--- config.mk ---
export PLATFORM = sky130hd
export DESIGN_NAME = half_bridge_spi_command_word
export DESIGN_NICKNAME = d
export VERILOG_FILES = /design/src/hdl/half_bridge_spi_command_word.v
export VERILOG_INCLUDE_DIRS = /design/src /design/src/hdl
export SDC_FILE = /design/constraint.sdc
export NUM_CORES = 1
export LEC_CHECK = 0
export ABC_AREA = 0
export BUFFER_PORTS_ARGS = -buffer_cell sky130_fd_sc_hd__buf_4
export CAP_MARGIN = 5
export CORE_UTILIZATION = 56
export CTS_BUF_LIST = sky130_fd_sc_hd__clkbuf_8 sky130_fd_sc_hd__clkbuf_16
export CTS_CLUSTER_DIAMETER = 100
export CTS_CLUSTER_SIZE = 16
export DETAILED_ROUTE_END_ITERATION = 12
export PLACE_DENSITY = 0.9
export RECOVER_POWER = 100
export SLEW_MARGIN = 20
export SYNTH_ARGS = -nofsm -noshare
export SYNTH_HDL_FRONTEND = slang
export SYNTH_SLANG_ARGS = --single-unit
--- constraint.sdc ---
create_clock -name ref_clk_i -period 2.78 [get_ports ref_clk_i]
set_clock_uncertainty 0.15 [all_clocks]
set_input_delay 0 -clock ref_clk_i [delete_from_list [all_inputs] [get_ports ref_clk_i]]
set_output_delay 0 -clock ref_clk_i [all_outputs]
set_load 0.01 [all_outputs]
--- src/hdl/bridge_consts.vh ---
// Constants for the half-bridge serial command path
// Overview of operation
// - Apply received word at chip-select rising edge
// - Address in one frame, data next frame
// - Status address zero after reset
// - Clear request acts on next transmission
// - Address plus clear form read-and-clear command
// - Bit 15 high clears addressed error bits
// - Bit 13 enables open-load shutdown
// - Bits 12..7 enable bridges six..one
// - Bits 6..1 select high or low side
// - Plain shift register, daisy-chainable
// - Sixteen bits, MSB first, full duplex
// - Capture status at chip-select falling edge
// - Applied word holds until replaced or reset
`ifndef BRIDGE_CONSTS_VH
`define BRIDGE_CONSTS_VH
`define WORD_BITS 16
`define BIT_CLEAR_REQ 15
`define BIT_GROUP_SEL 14
`define BIT_OPENLOAD_SD 13
`define BIT_ENABLE_LSB 7
`define BIT_SIDE_LSB 1
`define CMD_RESET 16'h0000
`define STATUS_ADDR_RESET 1'h0
`define CS_SYNC_RESET 2'h3
`define SCK_SYNC_RESET 2'h0
`define SDI_SYNC_RESET 2'h0
`endif

--- src/hdl/half_bridge_spi_command_word.v ---
// Serial command word slave of a six-channel half-bridge driver
`timescale 1ns/1ps
`default_nettype none
`include "bridge_consts.vh"
module half_bridge_spi_command_word #(
  parameter NUM_BRIDGES = 6
) (
  input wire ref_clk_i,
  input wire rst_n_i,
  input wire chip_select_n_i,
  input wire sclk_i,
  input wire sdi_i,
  output reg sdo_o,
  output reg sdo_oe_o,
  input wire [15:0] status_word0_i,
  input wire [15:0] status_word1_i,
  output reg status_clear_o,
  output reg status_clear_addr_o,
  output reg openload_shutdown_enable_o,
  output reg [NUM_BRIDGES-1:0] high_side_switch_o,
  output reg [NUM_BRIDGES-1:0] low_side_switch_o,
  output reg [15:0] bridge_command_word_o
);

  ////////////////////////////////////////////////////////////////////////////
  // Synchronisers; pins are foreign to ref_clk_i
  reg [1:0] cs_sync_q;
  reg [1:0] sck_sync_q;
  reg [1:0] sdi_sync_q;
  reg cs_prev_q;
  reg sck_prev_q;
  wire cs_fall;
  wire cs_rise;
  wire selected;
  wire sck_rise;
  wire sck_fall;
  wire sdi_bit;

  // Chip select resets to its idle level, else a false frame follows reset
  always @(posedge ref_clk_i or negedge rst_n_i) begin
    if (!rst_n_i) begin
      cs_sync_q <= `CS_SYNC_RESET;
    end else begin
      cs_sync_q <= {cs_sync_q[0], chip_select_n_i};
    end
  end

  always @(posedge ref_clk_i or negedge rst_n_i) begin
    if (!rst_n_i) begin
      sck_sync_q <= `SCK_SYNC_RESET;
    end else begin
      sck_sync_q <= {sck_sync_q[0], sclk_i};
    end
  end

  always @(posedge ref_clk_i or negedge rst_n_i) begin
    if (!rst_n_i) begin
      sdi_sync_q <= `SDI_SYNC_RESET;
    end else begin
      sdi_sync_q <= {sdi_sync_q[0], sdi_i};
    end
  end

  // Delayed copies read only the second stage
  always @(posedge ref_clk_i or negedge rst_n_i) begin
    if (!rst_n_i) begin
      cs_prev_q <= 1'h1;
      sck_prev_q <= 1'h0;
    end else begin
      cs_prev_q <= cs_sync_q[1];
      sck_prev_q <= sck_sync_q[1];
    end
  end

  function edge_up;
    input now_level;
    input old_level;
    begin
      edge_up = now_level & ~old_level;
    end
  endfunction

  function edge_down;
    input now_level;
    input old_level;
    begin
      edge_down = ~now_level & old_level;
    end
  endfunction

  assign cs_fall = edge_down(cs_sync_q[1], cs_prev_q);
  assign cs_rise = edge_up(cs_sync_q[1], cs_prev_q);
  assign selected = ~cs_sync_q[1];
  // Master shifts on rising clock, data valid on falling edge
  assign sck_rise = edge_up(sck_sync_q[1], sck_prev_q);
  assign sck_fall = edge_down(sck_sync_q[1], sck_prev_q);
  // Data sits two stages deep, in step with its clock edge
  assign sdi_bit = sdi_sync_q[1];

  ////////////////////////////////////////////////////////////////////////////
  // Shift register and serial output
  reg [15:0] shift_q;
  reg [15:0] cmd_q;
  reg addr_q;
  reg clear_pend_q;
  wire [15:0] status_sel;

  assign status_sel = addr_q ? status_word1_i : status_word0_i;

  // Plain shift: input bits leave on the output 16 bits later
  always @(posedge ref_clk_i or negedge rst_n_i) begin
    if (!rst_n_i) begin
      shift_q <= `CMD_RESET;
    end else if (cs_fall) begin
      // Status of the previously addressed register is loaded
      shift_q <= status_sel;
    end else if (selected && sck_fall) begin
      shift_q <= {shift_q[`WORD_BITS-2:0], sdi_bit};
    end
  end

  // Output bit changes on rising clock, stands through the falling one
  always @(posedge ref_clk_i or negedge rst_n_i) begin
    if (!rst_n_i) begin
      sdo_o <= 1'h0;
    end else if (cs_fall) begin
      sdo_o <= status_sel[`WORD_BITS-1];
    end else if (selected && sck_rise) begin
      sdo_o <= shift_q[`WORD_BITS-1];
    end
  end

  // Released at frame end so other slaves may drive the line
  always @(posedge ref_clk_i or negedge rst_n_i) begin
    if (!rst_n_i) begin
      sdo_oe_o <= 1'h0;
    end else if (cs_fall) begin
      sdo_oe_o <= 1'h1;
    end else if (cs_rise) begin
      sdo_oe_o <= 1'h0;
    end
  end

  ////////////////////////////////////////////////////////////////////////////
  // Applied word and read-and-clear command

  // Word applied only at end of frame; held until next one
  always @(posedge ref_clk_i or negedge rst_n_i) begin
    if (!rst_n_i) begin
      cmd_q <= `CMD_RESET;
    end else if (cs_rise) begin
      cmd_q <= shift_q;
    end
  end

  // Bit 14 picks the status register for the next frame
  always @(posedge ref_clk_i or negedge rst_n_i) begin
    if (!rst_n_i) begin
      addr_q <= `STATUS_ADDR_RESET;
    end else if (cs_rise) begin
      addr_q <= shift_q[`BIT_GROUP_SEL];
    end
  end

  // Request waits a frame: it clears the register read back next
  always @(posedge ref_clk_i or negedge rst_n_i) begin
    if (!rst_n_i) begin
      clear_pend_q <= 1'h0;
    end else if (cs_rise) begin
      clear_pend_q <= shift_q[`BIT_CLEAR_REQ];
    end
  end

  // One-cycle clear at chip-select rise
  always @(posedge ref_clk_i or negedge rst_n_i) begin
    if (!rst_n_i) begin
      status_clear_o <= 1'h0;
      status_clear_addr_o <= 1'h0;
    end else begin
      status_clear_o <= cs_rise & clear_pend_q;
      if (cs_rise) begin
        status_clear_addr_o <= addr_q;
      end
    end
  end

  ////////////////////////////////////////////////////////////////////////////
  // Bridge drive from the applied word

  // Enabled bridge follows side select, else both off
  function switch_on;
    input enable_bit;
    input side_bit;
    input want_high;
    begin
      switch_on = enable_bit & (want_high ? side_bit : ~side_bit);
    end
  endfunction

  integer i;
  integer j;

  always @(posedge ref_clk_i or negedge rst_n_i) begin
    if (!rst_n_i) begin
      high_side_switch_o <= {NUM_BRIDGES{1'h0}};
    end else begin
      for (i = 0; i < NUM_BRIDGES; i = i + 1) begin
        high_side_switch_o[i] <= switch_on(cmd_q[`BIT_ENABLE_LSB+i],
          cmd_q[`BIT_SIDE_LSB+i], 1'h1);
      end
    end
  end

  always @(posedge ref_clk_i or negedge rst_n_i) begin
    if (!rst_n_i) begin
      low_side_switch_o <= {NUM_BRIDGES{1'h0}};
    end else begin
      for (j = 0; j < NUM_BRIDGES; j = j + 1) begin
        low_side_switch_o[j] <= switch_on(cmd_q[`BIT_ENABLE_LSB+j],
          cmd_q[`BIT_SIDE_LSB+j], 1'h0);
      end
    end
  end

  // Only arms the shutdown; fault detection lives elsewhere
  always @(posedge ref_clk_i or negedge rst_n_i) begin
    if (!rst_n_i) begin
      openload_shutdown_enable_o <= 1'h0;
    end else begin
      openload_shutdown_enable_o <= cmd_q[`BIT_OPENLOAD_SD];
    end
  end

  // Word passed as received; bit 0 is the master's to keep low
  always @(posedge ref_clk_i or negedge rst_n_i) begin
    if (!rst_n_i) begin
      bridge_command_word_o <= `CMD_RESET;
    end else begin
      bridge_command_word_o <= cmd_q;
    end
  end

endmodule
`default_nettype wire

==> results of run 1 <==
-- per-stage QoR --
stage	instance area [µm²]	total power (µW)	util	setup slack, ps	std cells
final	3620	3490	0.762	325	359
after global routing	3620	3700	0.762	183	359
after CTS	3780	3750	0.796	364	359
after detailed placement	3320	2860	0.697	621	316
after global placement	3320	2810	0.697	694	316
after floorplan	2800	2370	-	939	189
-- cells by family (layout without fill, tap and decap cells) --
logic type                 count (synthesis)  in the layout  synth area share
muxes                                     51             51             0.212
adders and majority gates                  3              3            0.0134
AOI/OAI and AO/OA                         19             19            0.0398
and+or+nand+nor                           31             31            0.0532
buffers and inverters                     13            116            0.0367
DFF                                       72             72             0.645
-- registers in the layout (all words and copies together), names as in the netlist --
name,flops
bridge_command_word_o,16
cmd_q,16
shift_q,16
high_side_switch_o,6
low_side_switch_o,6
cs_sync_q,2
sck_sync_q,2
sdi_sync_q,2
cs_prev_q,1
sck_prev_q,1
sdo_o,1
sdo_oe_o,1
status_clear_addr_o,1
status_clear_o,1
-- metal layers --
layer / global-route usage / up-vias / part of all wire
li1: - / 839 / -
met1: 0.252 / 842 / 0.43
met5: 0 / - / 0
met4: 0.144 / 0 / 0.033
met3: 0.0428 / 15 / 0.042
met2: 0.369 / 54 / 0.50
-- cells in the mapped netlist --
cell type and n:
a21oi_1 18, nor2b_1 6, dfrtp_1 69, dfstp_2 3, inv_1 2, buf_4 2
buf_2 5, nor2_1 18, mux2_4 10, ha_1 3, buf_12 2, and2_1 7
mux2_2 25, inv_2 1, a31oi_4 1, mux2i_1 16, buf_6 1
-- worst paths after layout --
check | startpoint | to | slack (ps) | cells past startpoint
worst max-delay path | cmd_q[14] | shift_q[4] | 330 | 5
worst min-delay path | status_word0_i[15] | shift_q[15] | -7 | 4
worst max register to register | cmd_q[14] | shift_q[4] | 330 | 5
worst min register to register | sdi_sync_q[0] | sdi_sync_q[1] | 200 | 0
max in group asynchronous | rst_n_i | shift_q[8] | 1000 | 2
min in group asynchronous | rst_n_i | bridge_command_word_o[12] | 500 | 2
-- power groups by stage --
stage	sequential, µW	clock, µW	combinational, µW
4_1_cts	1740	825	1180
6_report	1740	805	943
2_1_floorplan	1790	0	578
3_3_place_gp	1750	0	1060
3_5_place_dp	1760	0	1090
5_1_grt	1790	868	1040
-- final cells by class --
class                           instances  area [µm²]
Multi-Input combinational cell        104         852
Timing Repair Buffer                   97         669
Sequential cell                        72        1810
Clock buffer                           11         151
Fill cell                             356        1130
Clock inverter                          5        47.5
Tap cell                               67        83.8
Inverter                                3        11.3
-- critical path, stage by stage (launching register included) --
cell and delay (ps):
dfrtp_1 670, buf_4 310, mux2i_1 230, dlygate4sd3_1 570, a21oi_1 70, mux2_1 330
==> impl_metrics.xml, run 1 <==
<?xml version="1.0" encoding="UTF-8"?>
<metrics>
  <group name="power">
    <metric name="power.static_leakage" unit="µW">0.00162</metric>
    <metric name="clock_share_of_power" unit="">0.231</metric>
    <metric name="p_per_area" unit="mW/mm²">963</metric>
    <metric name="power.share.switching" unit="">0.303</metric>
    <metric name="share_comb_of_total_power" unit="">0.270</metric>
    <metric name="power.switching" unit="µW">1060</metric>
    <metric name="cellInternalPower" unit="µW">2430</metric>
    <metric name="sequentialPowerShare" unit="">0.499</metric>
    <metric name="power.ir.vdd_worst" unit="V">0.000481</metric>
  </group>
  <group name="yosys">
    <metric name="synth_nets" unit="">229</metric>
    <metric name="synth-seq-area-share" unit="">0.645</metric>
    <metric name="synth-seq-cells" unit="">72</metric>
    <metric name="synthTopCellsByArea" unit="">dfrtp_1 62%, mux2_2 10%, mux2i_1 5.7%, mux2_4 5.4%, a21oi_1 3.2%</metric>
    <metric name="synthesis.yosys.warnings" unit="">0</metric>
    <metric name="synth_top_cell_by_area" unit="">dfrtp_1</metric>
    <metric name="synth.top_cell.area_share" unit="">0.617</metric>
    <metric name="synth_cell_types" unit="">17</metric>
    <metric name="synthesis.area" unit="mm²">0.00280</metric>
    <metric name="synth_cells" unit="">189</metric>
    <metric name="avgSynthCellArea" unit="µm²">14.8</metric>
  </group>
  <group name="worst_setup_path">
    <metric name="cp.required" unit="ps">2850</metric>
    <metric name="end_kind" unit="">flip-flop</metric>
    <metric name="critPathKind" unit="">flip-flop to flip-flop</metric>
    <metric name="worst_setup_path_start_kind" unit="">flip-flop</metric>
    <metric name="critPathMaxFanout" unit="">11</metric>
    <metric name="arrival" unit="ps">2520</metric>
  </group>
  <group name="clock_network">
    <metric name="cts_tree" unit="">yes</metric>
    <metric name="clockBufferDepth" unit="">2</metric>
    <metric name="clock_tree.htree_level_count" unit="">3</metric>
    <metric name="cts_sinks" unit="">72</metric>
    <metric name="cts_repair_resize_count" unit="">0</metric>
    <metric name="post_cts_hold_buffer_count" unit="">27</metric>
    <metric name="clk_latency" unit="ps">340</metric>
    <metric name="cts_buffers" unit="">9</metric>
    <metric name="post_cts.repair.setup_buffers" unit="">0</metric>
    <metric name="clkSlewWorstSetupHoldPaths" unit="ps">70</metric>
    <metric name="clockRootBuffer" unit="">clkbuf_8</metric>
  </group>
  <group name="drt">
    <metric name="vias_per_cell" unit="">4.87</metric>
    <metric name="detailedRoute.firstPassIterationCount" unit="">4</metric>
    <metric name="dr_total_vias" unit="">1750</metric>
    <metric name="post_drt_wl_per_cell" unit="µm">14.2</metric>
    <metric name="first_iter_violations" unit="">79</metric>
    <metric name="route.detailed.drc" unit="">0</metric>
    <metric name="final_antenna_net_count" unit="">0</metric>
    <metric name="total_wire_length" unit="mm">5.09</metric>
  </group>
  <group name="die">
    <metric name="fp.coreArea" unit="mm²">0.00475</metric>
    <metric name="die_area" unit="mm²">0.00528</metric>
    <metric name="design.portCount" unit="">70</metric>
    <metric name="dieWidth" unit="µm">72.7</metric>
    <metric name="floorplan.initialDensity" unit="">0.588</metric>
    <metric name="rows" unit="">25</metric>
    <metric name="floorplan.die.height" unit="µm">72.7</metric>
  </group>
  <group name="grt">
    <metric name="overflow" unit="">0</metric>
    <metric name="grt_pass1_vias" unit="">1844</metric>
    <metric name="gr-usage-all-layers" unit="">0.218</metric>
    <metric name="maximum_number_of_pins_on_one_net_before_global_route_repair" unit="">73</metric>
    <metric name="grt_antenna_before_repair" unit="">0</metric>
    <metric name="grt_pass1_wl" unit="mm">8.26</metric>
  </group>
  <group name="sta">
    <metric name="transition_time_at_the_pin_with_the_least_slew_margin" unit="ps">1670</metric>
    <metric name="report.final.hold_viol_count" unit="">1</metric>
    <metric name="holdWs" unit="ps">-7.13</metric>
    <metric name="report.final.setup_viol" unit="">0</metric>
    <metric name="fmax" unit="GHz">0.407</metric>
    <metric name="rsz0062_at_grt" unit="">no</metric>
    <metric name="fin_tns_setup" unit="ps">0</metric>
    <metric name="slew-limit-headroom" unit="">-0.115</metric>
    <metric name="final_max_slew_viol_count" unit="">73</metric>
    <metric name="final_period_minus_worst_setup_slack" unit="ps">2450</metric>
    <metric name="timing.final.crit_share" unit="">0.883</metric>
  </group>
  <group name="run_status">
    <metric name="result_of_the_run" unit="">finished with violations</metric>
    <metric name="failed_checks" unit="">hold timing, capacitance limit, slew limit</metric>
  </group>
  <group name="final_layout">
    <metric name="areaGrowthSynthToFinish" unit="%">29.4</metric>
    <metric name="layout.nets" unit="">327</metric>
    <metric name="most_frequent_cells_in_the_layout" unit="">69 x dfrtp_1, 33 x buf_4, 33 x clkbuf_1, 27 x dlygate4sd3_1, 25 x mux2_2</metric>
    <metric name="antennaDiodeCount" unit="">0</metric>
    <metric name="layout.cells.most_common" unit="">dfrtp_1</metric>
    <metric name="post_route_cells_drive_above_1_share" unit="">0.271</metric>
  </group>
  <group name="min_path">
    <metric name="holdCritPathClass" unit="">input port to flip-flop</metric>
  </group>
  <group name="flow_run">
    <metric name="max_cap_violations" unit="">1</metric>
  </group>
  <group name="placed_design">
    <metric name="io_buffer_count" unit="">69</metric>
    <metric name="dp_wirelength" unit="mm">3.02</metric>
    <metric name="routability_driven_placement_congestion_ratio" unit="">0.732</metric>
  </group>
</metrics>
Note: power is estimated with default switching activity, not from simulation.
==> inputs of run 2 (changes only) <==
Settings changed: BUFFER_PORTS_ARGS -buffer_cell sky130_fd_sc_hd__buf_4 to -buffer_cell sky130_fd_sc_hd__buf_2, CORE_ASPECT_RATIO set to 0.75, CORE_UTILIZATION 56 to 52, PLACE_DENSITY 0.9 to 0.85.
Clock period 2.78 ns to 2.4 ns, I/O delays scaled along.
==> impl_metrics.xml, run 2 (synthesis results as in run 1) <==
<?xml version="1.0" encoding="UTF-8"?>
<metrics>
  <group name="run_status">
    <metric name="result_of_the_run" unit="">finished with violations</metric>
    <metric name="failed_checks" unit="">hold timing, capacitance limit, slew limit</metric>
  </group>
  <group name="drt">
    <metric name="final_antenna_net_count" unit="">0</metric>
    <metric name="route.detailed.drc" unit="">0</metric>
    <metric name="dr_total_vias" unit="">1776</metric>
    <metric name="met3WireLength" unit="µm">276</metric>
    <metric name="detailedRoute.firstPassIterationCount" unit="">4</metric>
    <metric name="highest_layer" unit="">met4</metric>
    <metric name="met1_length" unit="mm">2.38</metric>
    <metric name="vias_per_cell" unit="">4.77</metric>
    <metric name="first_iter_violations" unit="">71</metric>
    <metric name="post_drt_wl_per_cell" unit="µm">14.4</metric>
    <metric name="total_wire_length" unit="mm">5.35</metric>
    <metric name="wl_met2" unit="mm">2.55</metric>
  </group>
  <group name="placed_design">
    <metric name="routability_driven_placement_congestion_ratio" unit="">0.730</metric>
    <metric name="io_buffer_count" unit="">69</metric>
    <metric name="post_place_instance_area" unit="mm²">0.00321</metric>
    <metric name="dp_wirelength" unit="mm">3.19</metric>
  </group>
  <group name="min_path">
    <metric name="holdCritStartpoint" unit="">status_word0_i[15]</metric>
    <metric name="holdCritPathClass" unit="">input port to flip-flop</metric>
    <metric name="min_delay_path_depth" unit="">4</metric>
    <metric name="hold_path_end" unit="">shift_q[15]</metric>
  </group>
  <group name="worst_setup_path">
    <metric name="cp.required" unit="ps">2480</metric>
    <metric name="regToRegSetupSlack" unit="ps">230</metric>
    <metric name="critPathMaxFanout" unit="">16</metric>
    <metric name="r2r-end" unit="">shift_q[12]</metric>
    <metric name="worst_setup_path_start_kind" unit="">flip-flop</metric>
    <metric name="r2r_start" unit="">cmd_q[14]</metric>
    <metric name="critical-path-max-stage-delay" unit="ps">580</metric>
    <metric name="critical-path-top-delay-family" unit="">buffers and inverters</metric>
    <metric name="critical_path.slowest_cell" unit="">dlygate4sd3_1</metric>
    <metric name="end_kind" unit="">flip-flop</metric>
    <metric name="timing.critical_path.buf_inv" unit="">2</metric>
    <metric name="timing.critical_path.cells" unit="">buf_12 &gt; mux2i_1 &gt; dlygate4sd3_1 &gt; a21oi_1 &gt; mux2_1</metric>
    <metric name="arrival" unit="ps">2250</metric>
    <metric name="critPathKind" unit="">flip-flop to flip-flop</metric>
    <metric name="timing.reg2reg.worst_path_depth" unit="">5</metric>
  </group>
  <group name="clock_network">
    <metric name="clk_latency" unit="ps">340</metric>
    <metric name="cts_sinks" unit="">72</metric>
    <metric name="post_cts.repair.setup_buffers" unit="">0</metric>
    <metric name="cts_tree" unit="">yes</metric>
    <metric name="clkSlewWorstSetupHoldPaths" unit="ps">80</metric>
    <metric name="post_cts_hold_buffer_count" unit="">29</metric>
    <metric name="cts_repair_resize_count" unit="">0</metric>
    <metric name="cts_buffers" unit="">9</metric>
    <metric name="clockBufferDepth" unit="">2</metric>
    <metric name="clock_tree.htree_level_count" unit="">3</metric>
    <metric name="clockRootBuffer" unit="">clkbuf_8</metric>
  </group>
  <group name="sta">
    <metric name="holdWs" unit="ps">-10.9</metric>
    <metric name="fmax" unit="GHz">0.460</metric>
    <metric name="timing.final.crit_share" unit="">0.906</metric>
    <metric name="slew-limit-headroom" unit="">-0.0976</metric>
    <metric name="fin_tns_setup" unit="ps">0</metric>
    <metric name="report.final.hold_viol_count" unit="">2</metric>
    <metric name="transition_time_at_the_pin_with_the_least_slew_margin" unit="ps">1650</metric>
    <metric name="final_max_slew_viol_count" unit="">73</metric>
    <metric name="final_period_minus_worst_setup_slack" unit="ps">2170</metric>
    <metric name="report.final.setup_viol" unit="">0</metric>
    <metric name="rsz0062_at_grt" unit="">no</metric>
  </group>
  <group name="flow_run">
    <metric name="max_cap_violations" unit="">1</metric>
  </group>
  <group name="die">
    <metric name="floorplan.initialDensity" unit="">0.555</metric>
    <metric name="dieWidth" unit="µm">86.7</metric>
    <metric name="die_area" unit="mm²">0.00568</metric>
    <metric name="design.portCount" unit="">70</metric>
    <metric name="rows" unit="">22</metric>
    <metric name="fp.coreArea" unit="mm²">0.00504</metric>
    <metric name="floorplan.die.height" unit="µm">65.5</metric>
  </group>
  <group name="final_layout">
    <metric name="layout.nets" unit="">335</metric>
    <metric name="post_route_cells_drive_above_1_share" unit="">0.277</metric>
    <metric name="finish.utilization" unit="">0.717</metric>
    <metric name="top_regs" unit="">bridge_command_word_o (16), cmd_q (16), shift_q (16)</metric>
    <metric name="antennaDiodeCount" unit="">0</metric>
    <metric name="layout.cells.most_common" unit="">dfrtp_1</metric>
    <metric name="ff_latch_area" unit="mm²">0.00181</metric>
    <metric name="multi_input_comb_area" unit="µm²">841</metric>
    <metric name="areaGrowthSynthToFinish" unit="%">29.1</metric>
    <metric name="most_frequent_cells_in_the_layout" unit="">69 x dfrtp_1, 35 x buf_2, 35 x clkbuf_1, 29 x dlygate4sd3_1, 24 x mux2_2</metric>
    <metric name="nFillCells" unit="">360</metric>
    <metric name="finish.instance_area" unit="mm²">0.00361</metric>
  </group>
  <group name="grt">
    <metric name="overflow" unit="">0</metric>
    <metric name="maximum_number_of_pins_on_one_net_before_global_route_repair" unit="">73</metric>
    <metric name="grt_antenna_before_repair" unit="">0</metric>
    <metric name="grt_pass1_wl" unit="mm">8.60</metric>
    <metric name="gr-usage-all-layers" unit="">0.216</metric>
    <metric name="grt_pass1_vias" unit="">1786</metric>
  </group>
  <group name="power">
    <metric name="power.ir.vdd_worst" unit="V">0.000549</metric>
    <metric name="power.static_leakage" unit="µW">0.00163</metric>
    <metric name="p_per_area" unit="mW/mm²">1160</metric>
  </group>
</metrics>
## run 2: changes by cell type in the layout (fill, tap and decap cells not counted), sizes merged
cell,change
buf,+5
bufinv,+1
clkbuf,-1
clkinv,-1
clkinvlp,+1
dlygate4sd3,+2
inv,+1
## run 2: area by class of cell
type,count,share of cell area
Timing Repair Buffer,105,0.179
Sequential cell,72,0.500
Tap cell,72,0.0249
Multi-Input combinational cell,104,0.233
Inverter,3,0.00312
Clock buffer,9,0.0343
Clock inverter,7,0.0260
## run 2: per-stage QoR
step	instances	setup WS (ps)	total power (µW)	hold WS, ps
after detailed placement	327	523	3170	-41.2
after CTS	372	299	4300	9.26
after global routing	372	149	4430	17.7
after global placement	327	577	3120	-41.9
final	372	225	4180	-10.9
after floorplan	189	559	2740	-446
## run 2: metal layers
layer | up-vias | track usage
li1 | 854 | -
met1 | 847 | 0.255
met2 | 60 | 0.357
met3 | 15 | 0.0804
met4 | 0 | 0.0917
met5 | - | 0
## run 2: worst max-delay path by stage
stage                       startpoint     endpoint  slack [ps]  depth (start not counted)
after CTS                    cmd_q[14]  shift_q[12]         300                          5
after global routing         cmd_q[14]   shift_q[0]         150                          5
after floorplan           cs_sync_q[1]   shift_q[0]         560                          5
final                        cmd_q[14]  shift_q[12]         230                          5
after detailed placement  cs_sync_q[1]   shift_q[6]         520                          5
after global placement    cs_sync_q[1]   shift_q[7]         580                          5
## run 2: tightest hold or removal path: stages
cell	delay (ps)
buf_2	90
mux2i_1	90
a21oi_1	140
mux2_1	140
## run 2: report_power, final
| group | switching [µW] | total [µW] | internal (µW) | leakage [µW] |
|---|---|---|---|---|
| clock | 448 | 1030 | 586 | 0.000111 |
| sequential | 289 | 2000 | 1710 | 0.000813 |
| combinational | 541 | 1140 | 601 | 0.000706 |
| total | 1280 | 4180 | 2900 | 0.00163 |
==> inputs of run 3 (changes only) <==
Settings changed: PLACE_DENSITY 0.85 to 0.88.
==> impl_metrics.xml, run 3 (synthesis results as in run 1) <==
<?xml version="1.0" encoding="UTF-8"?>
<metrics>
  <group name="sta">
    <metric name="transition_time_at_the_pin_with_the_least_slew_margin" unit="ps">1660</metric>
    <metric name="final_max_slew_viol_count" unit="">73</metric>
    <metric name="final_period_minus_worst_setup_slack" unit="ps">2250</metric>
    <metric name="holdWs" unit="ps">-3.94</metric>
    <metric name="slew-limit-headroom" unit="">-0.106</metric>
    <metric name="fmax" unit="GHz">0.444</metric>
    <metric name="report.final.setup_viol" unit="">0</metric>
    <metric name="report.final.hold_viol_count" unit="">1</metric>
    <metric name="rsz0062_at_grt" unit="">no</metric>
    <metric name="timing.final.crit_share" unit="">0.938</metric>
    <metric name="fin_tns_setup" unit="ps">0</metric>
  </group>
  <group name="drt">
    <metric name="detailedRoute.firstPassIterationCount" unit="">4</metric>
    <metric name="vias_per_cell" unit="">4.83</metric>
    <metric name="dr_total_vias" unit="">1792</metric>
    <metric name="final_antenna_net_count" unit="">0</metric>
    <metric name="post_drt_wl_per_cell" unit="µm">13.8</metric>
    <metric name="first_iter_violations" unit="">95</metric>
    <metric name="total_wire_length" unit="mm">5.13</metric>
    <metric name="route.detailed.drc" unit="">0</metric>
  </group>
  <group name="clock_network">
    <metric name="post_cts.repair.setup_buffers" unit="">0</metric>
    <metric name="cts_buffers" unit="">9</metric>
    <metric name="clock_tree.htree_level_count" unit="">3</metric>
    <metric name="cts_tree" unit="">yes</metric>
    <metric name="clk_latency" unit="ps">340</metric>
    <metric name="cts_sinks" unit="">72</metric>
    <metric name="clockBufferDepth" unit="">2</metric>
    <metric name="clockRootBuffer" unit="">clkbuf_8</metric>
    <metric name="clkSlewWorstSetupHoldPaths" unit="ps">80</metric>
  </group>
  <group name="worst_setup_path">
    <metric name="worst_setup_path_start_kind" unit="">flip-flop</metric>
    <metric name="critical-path-top-delay-family" unit="">buffers and inverters</metric>
    <metric name="critical-path-max-stage-delay" unit="ps">600</metric>
    <metric name="timing.critical_path.buf_inv" unit="">2</metric>
    <metric name="arrival" unit="ps">2340</metric>
    <metric name="timing.critical_path.cells" unit="">clkbuf_2 &gt; mux2i_1 &gt; dlygate4sd3_1 &gt; a21oi_1 &gt; mux2_2</metric>
    <metric name="critPathMaxFanout" unit="">10</metric>
    <metric name="critPathKind" unit="">flip-flop to flip-flop</metric>
    <metric name="critical_path.slowest_cell" unit="">dlygate4sd3_1</metric>
    <metric name="end_kind" unit="">flip-flop</metric>
    <metric name="cp.required" unit="ps">2490</metric>
  </group>
  <group name="power">
    <metric name="clock_share_of_power" unit="">0.252</metric>
    <metric name="power.share.switching" unit="">0.303</metric>
    <metric name="p_per_area" unit="mW/mm²">1160</metric>
    <metric name="power.static_leakage" unit="µW">0.00163</metric>
    <metric name="cellInternalPower" unit="µW">2920</metric>
    <metric name="share_comb_of_total_power" unit="">0.263</metric>
    <metric name="power.switching" unit="µW">1270</metric>
    <metric name="power.ir.vdd_worst" unit="V">0.000493</metric>
    <metric name="sequentialPowerShare" unit="">0.485</metric>
  </group>
  <group name="grt">
    <metric name="overflow" unit="">0</metric>
    <metric name="gr-usage-all-layers" unit="">0.209</metric>
    <metric name="grt_pass1_vias" unit="">1809</metric>
    <metric name="grt_pass1_wl" unit="mm">8.51</metric>
    <metric name="grt_antenna_before_repair" unit="">0</metric>
    <metric name="maximum_number_of_pins_on_one_net_before_global_route_repair" unit="">73</metric>
  </group>
  <group name="final_layout">
    <metric name="layout.cells.most_common" unit="">dfrtp_1</metric>
    <metric name="areaGrowthSynthToFinish" unit="%">29.3</metric>
    <metric name="top_regs" unit="">bridge_command_word_o (16), cmd_q (16), shift_q (16)</metric>
    <metric name="nFillCells" unit="">347</metric>
    <metric name="layout.nets" unit="">334</metric>
    <metric name="antennaDiodeCount" unit="">0</metric>
    <metric name="most_frequent_cells_in_the_layout" unit="">68 x dfrtp_1, 35 x buf_2, 35 x clkbuf_1, 28 x dlygate4sd3_1, 25 x mux2_2</metric>
    <metric name="post_route_cells_drive_above_1_share" unit="">0.294</metric>
  </group>
  <group name="die">
    <metric name="rows" unit="">22</metric>
    <metric name="floorplan.initialDensity" unit="">0.555</metric>
    <metric name="die_area" unit="mm²">0.00568</metric>
    <metric name="design.portCount" unit="">70</metric>
    <metric name="dieWidth" unit="µm">86.7</metric>
    <metric name="floorplan.die.height" unit="µm">65.5</metric>
    <metric name="fp.coreArea" unit="mm²">0.00504</metric>
  </group>
  <group name="flow_run">
    <metric name="max_cap_violations" unit="">1</metric>
  </group>
  <group name="placed_design">
    <metric name="io_buffer_count" unit="">69</metric>
    <metric name="routability_driven_placement_congestion_ratio" unit="">0.673</metric>
    <metric name="dp_wirelength" unit="mm">3.22</metric>
  </group>
  <group name="run_status">
    <metric name="failed_checks" unit="">hold timing, capacitance limit, slew limit</metric>
    <metric name="result_of_the_run" unit="">finished with violations</metric>
  </group>
  <group name="min_path">
    <metric name="holdCritPathClass" unit="">input port to flip-flop</metric>
  </group>
</metrics>
## run 3: routing by layer
layer,global-route usage,up-vias,part of all wire
met5,0,-,0
met4,0.0917,0,0.019
met3,0.0691,10,0.048
met2,0.347,54,0.48
met1,0.249,877,0.45
li1,-,851,-
## run 3: final cells by class
type	count	area, µm²	area share
Inverter	3	11.3	0.00311
Sequential cell	72	1810	0.499
Tap cell	72	90.1	0.0249
Clock inverter	6	91.3	0.0252
Timing Repair Buffer	104	622	0.172
Clock buffer	10	138	0.0380
Multi-Input combinational cell	104	860	0.238
## run 3: path summary, 6_finish.rpt
kind                               startpoint                    to  cells after the start  slack, ps
min in group asynchronous             rst_n_i  low_side_switch_o[5]                      2        480
setup reg to reg                    cmd_q[14]            shift_q[8]                      5        150
hold reg to reg                 sck_sync_q[0]         sck_sync_q[1]                      0        200
max in group asynchronous             rst_n_i             cmd_q[14]                      2        530
setup / recovery                    cmd_q[14]            shift_q[8]                      5        150
hold / removal             status_word0_i[15]           shift_q[15]                      4         -4
## run 3: stage by stage
step / worst slack [ps] / total power (µW) / cells / area, µm² / util
detailed placement: 435 / 3160 / 327 / 3200 / 0.635
floorplan: 559 / 2740 / 189 / 2800 / -
CTS: 46.5 / 4330 / 371 / 3710 / 0.736
finish: 148 / 4180 / 371 / 3620 / 0.718
global placement: 504 / 3110 / 327 / 3200 / 0.635
global route: 74.4 / 4440 / 371 / 3620 / 0.718
## run 3: repair_timing
| action | in CTS | in global routing |
|---|---|---|
| endpoints found under the setup margin | 0 | 4 |
| resized for setup | 0 | 1 |
| hold buffers | 28 | 0 |
| hold endpoints to repair | 84 | 0 |
## run 3: power groups by stage
stage          registers [µW]  logic (µW)  clock network, µW
6_report                 2030        1100               1060
5_1_grt                  2090        1200               1150
4_1_cts                  2020        1230               1080
3_5_place_dp             2040        1130                  0
2_1_floorplan            2070         670                  0
3_3_place_gp             2010        1090                  0
## run 3: worst reg2reg max path, cell delays in order, from the launching register on
cell           delay [ps]
dfrtp_2               570
clkbuf_2              250
mux2i_1               240
dlygate4sd3_1         600
a21oi_1                70
mux2_2                270
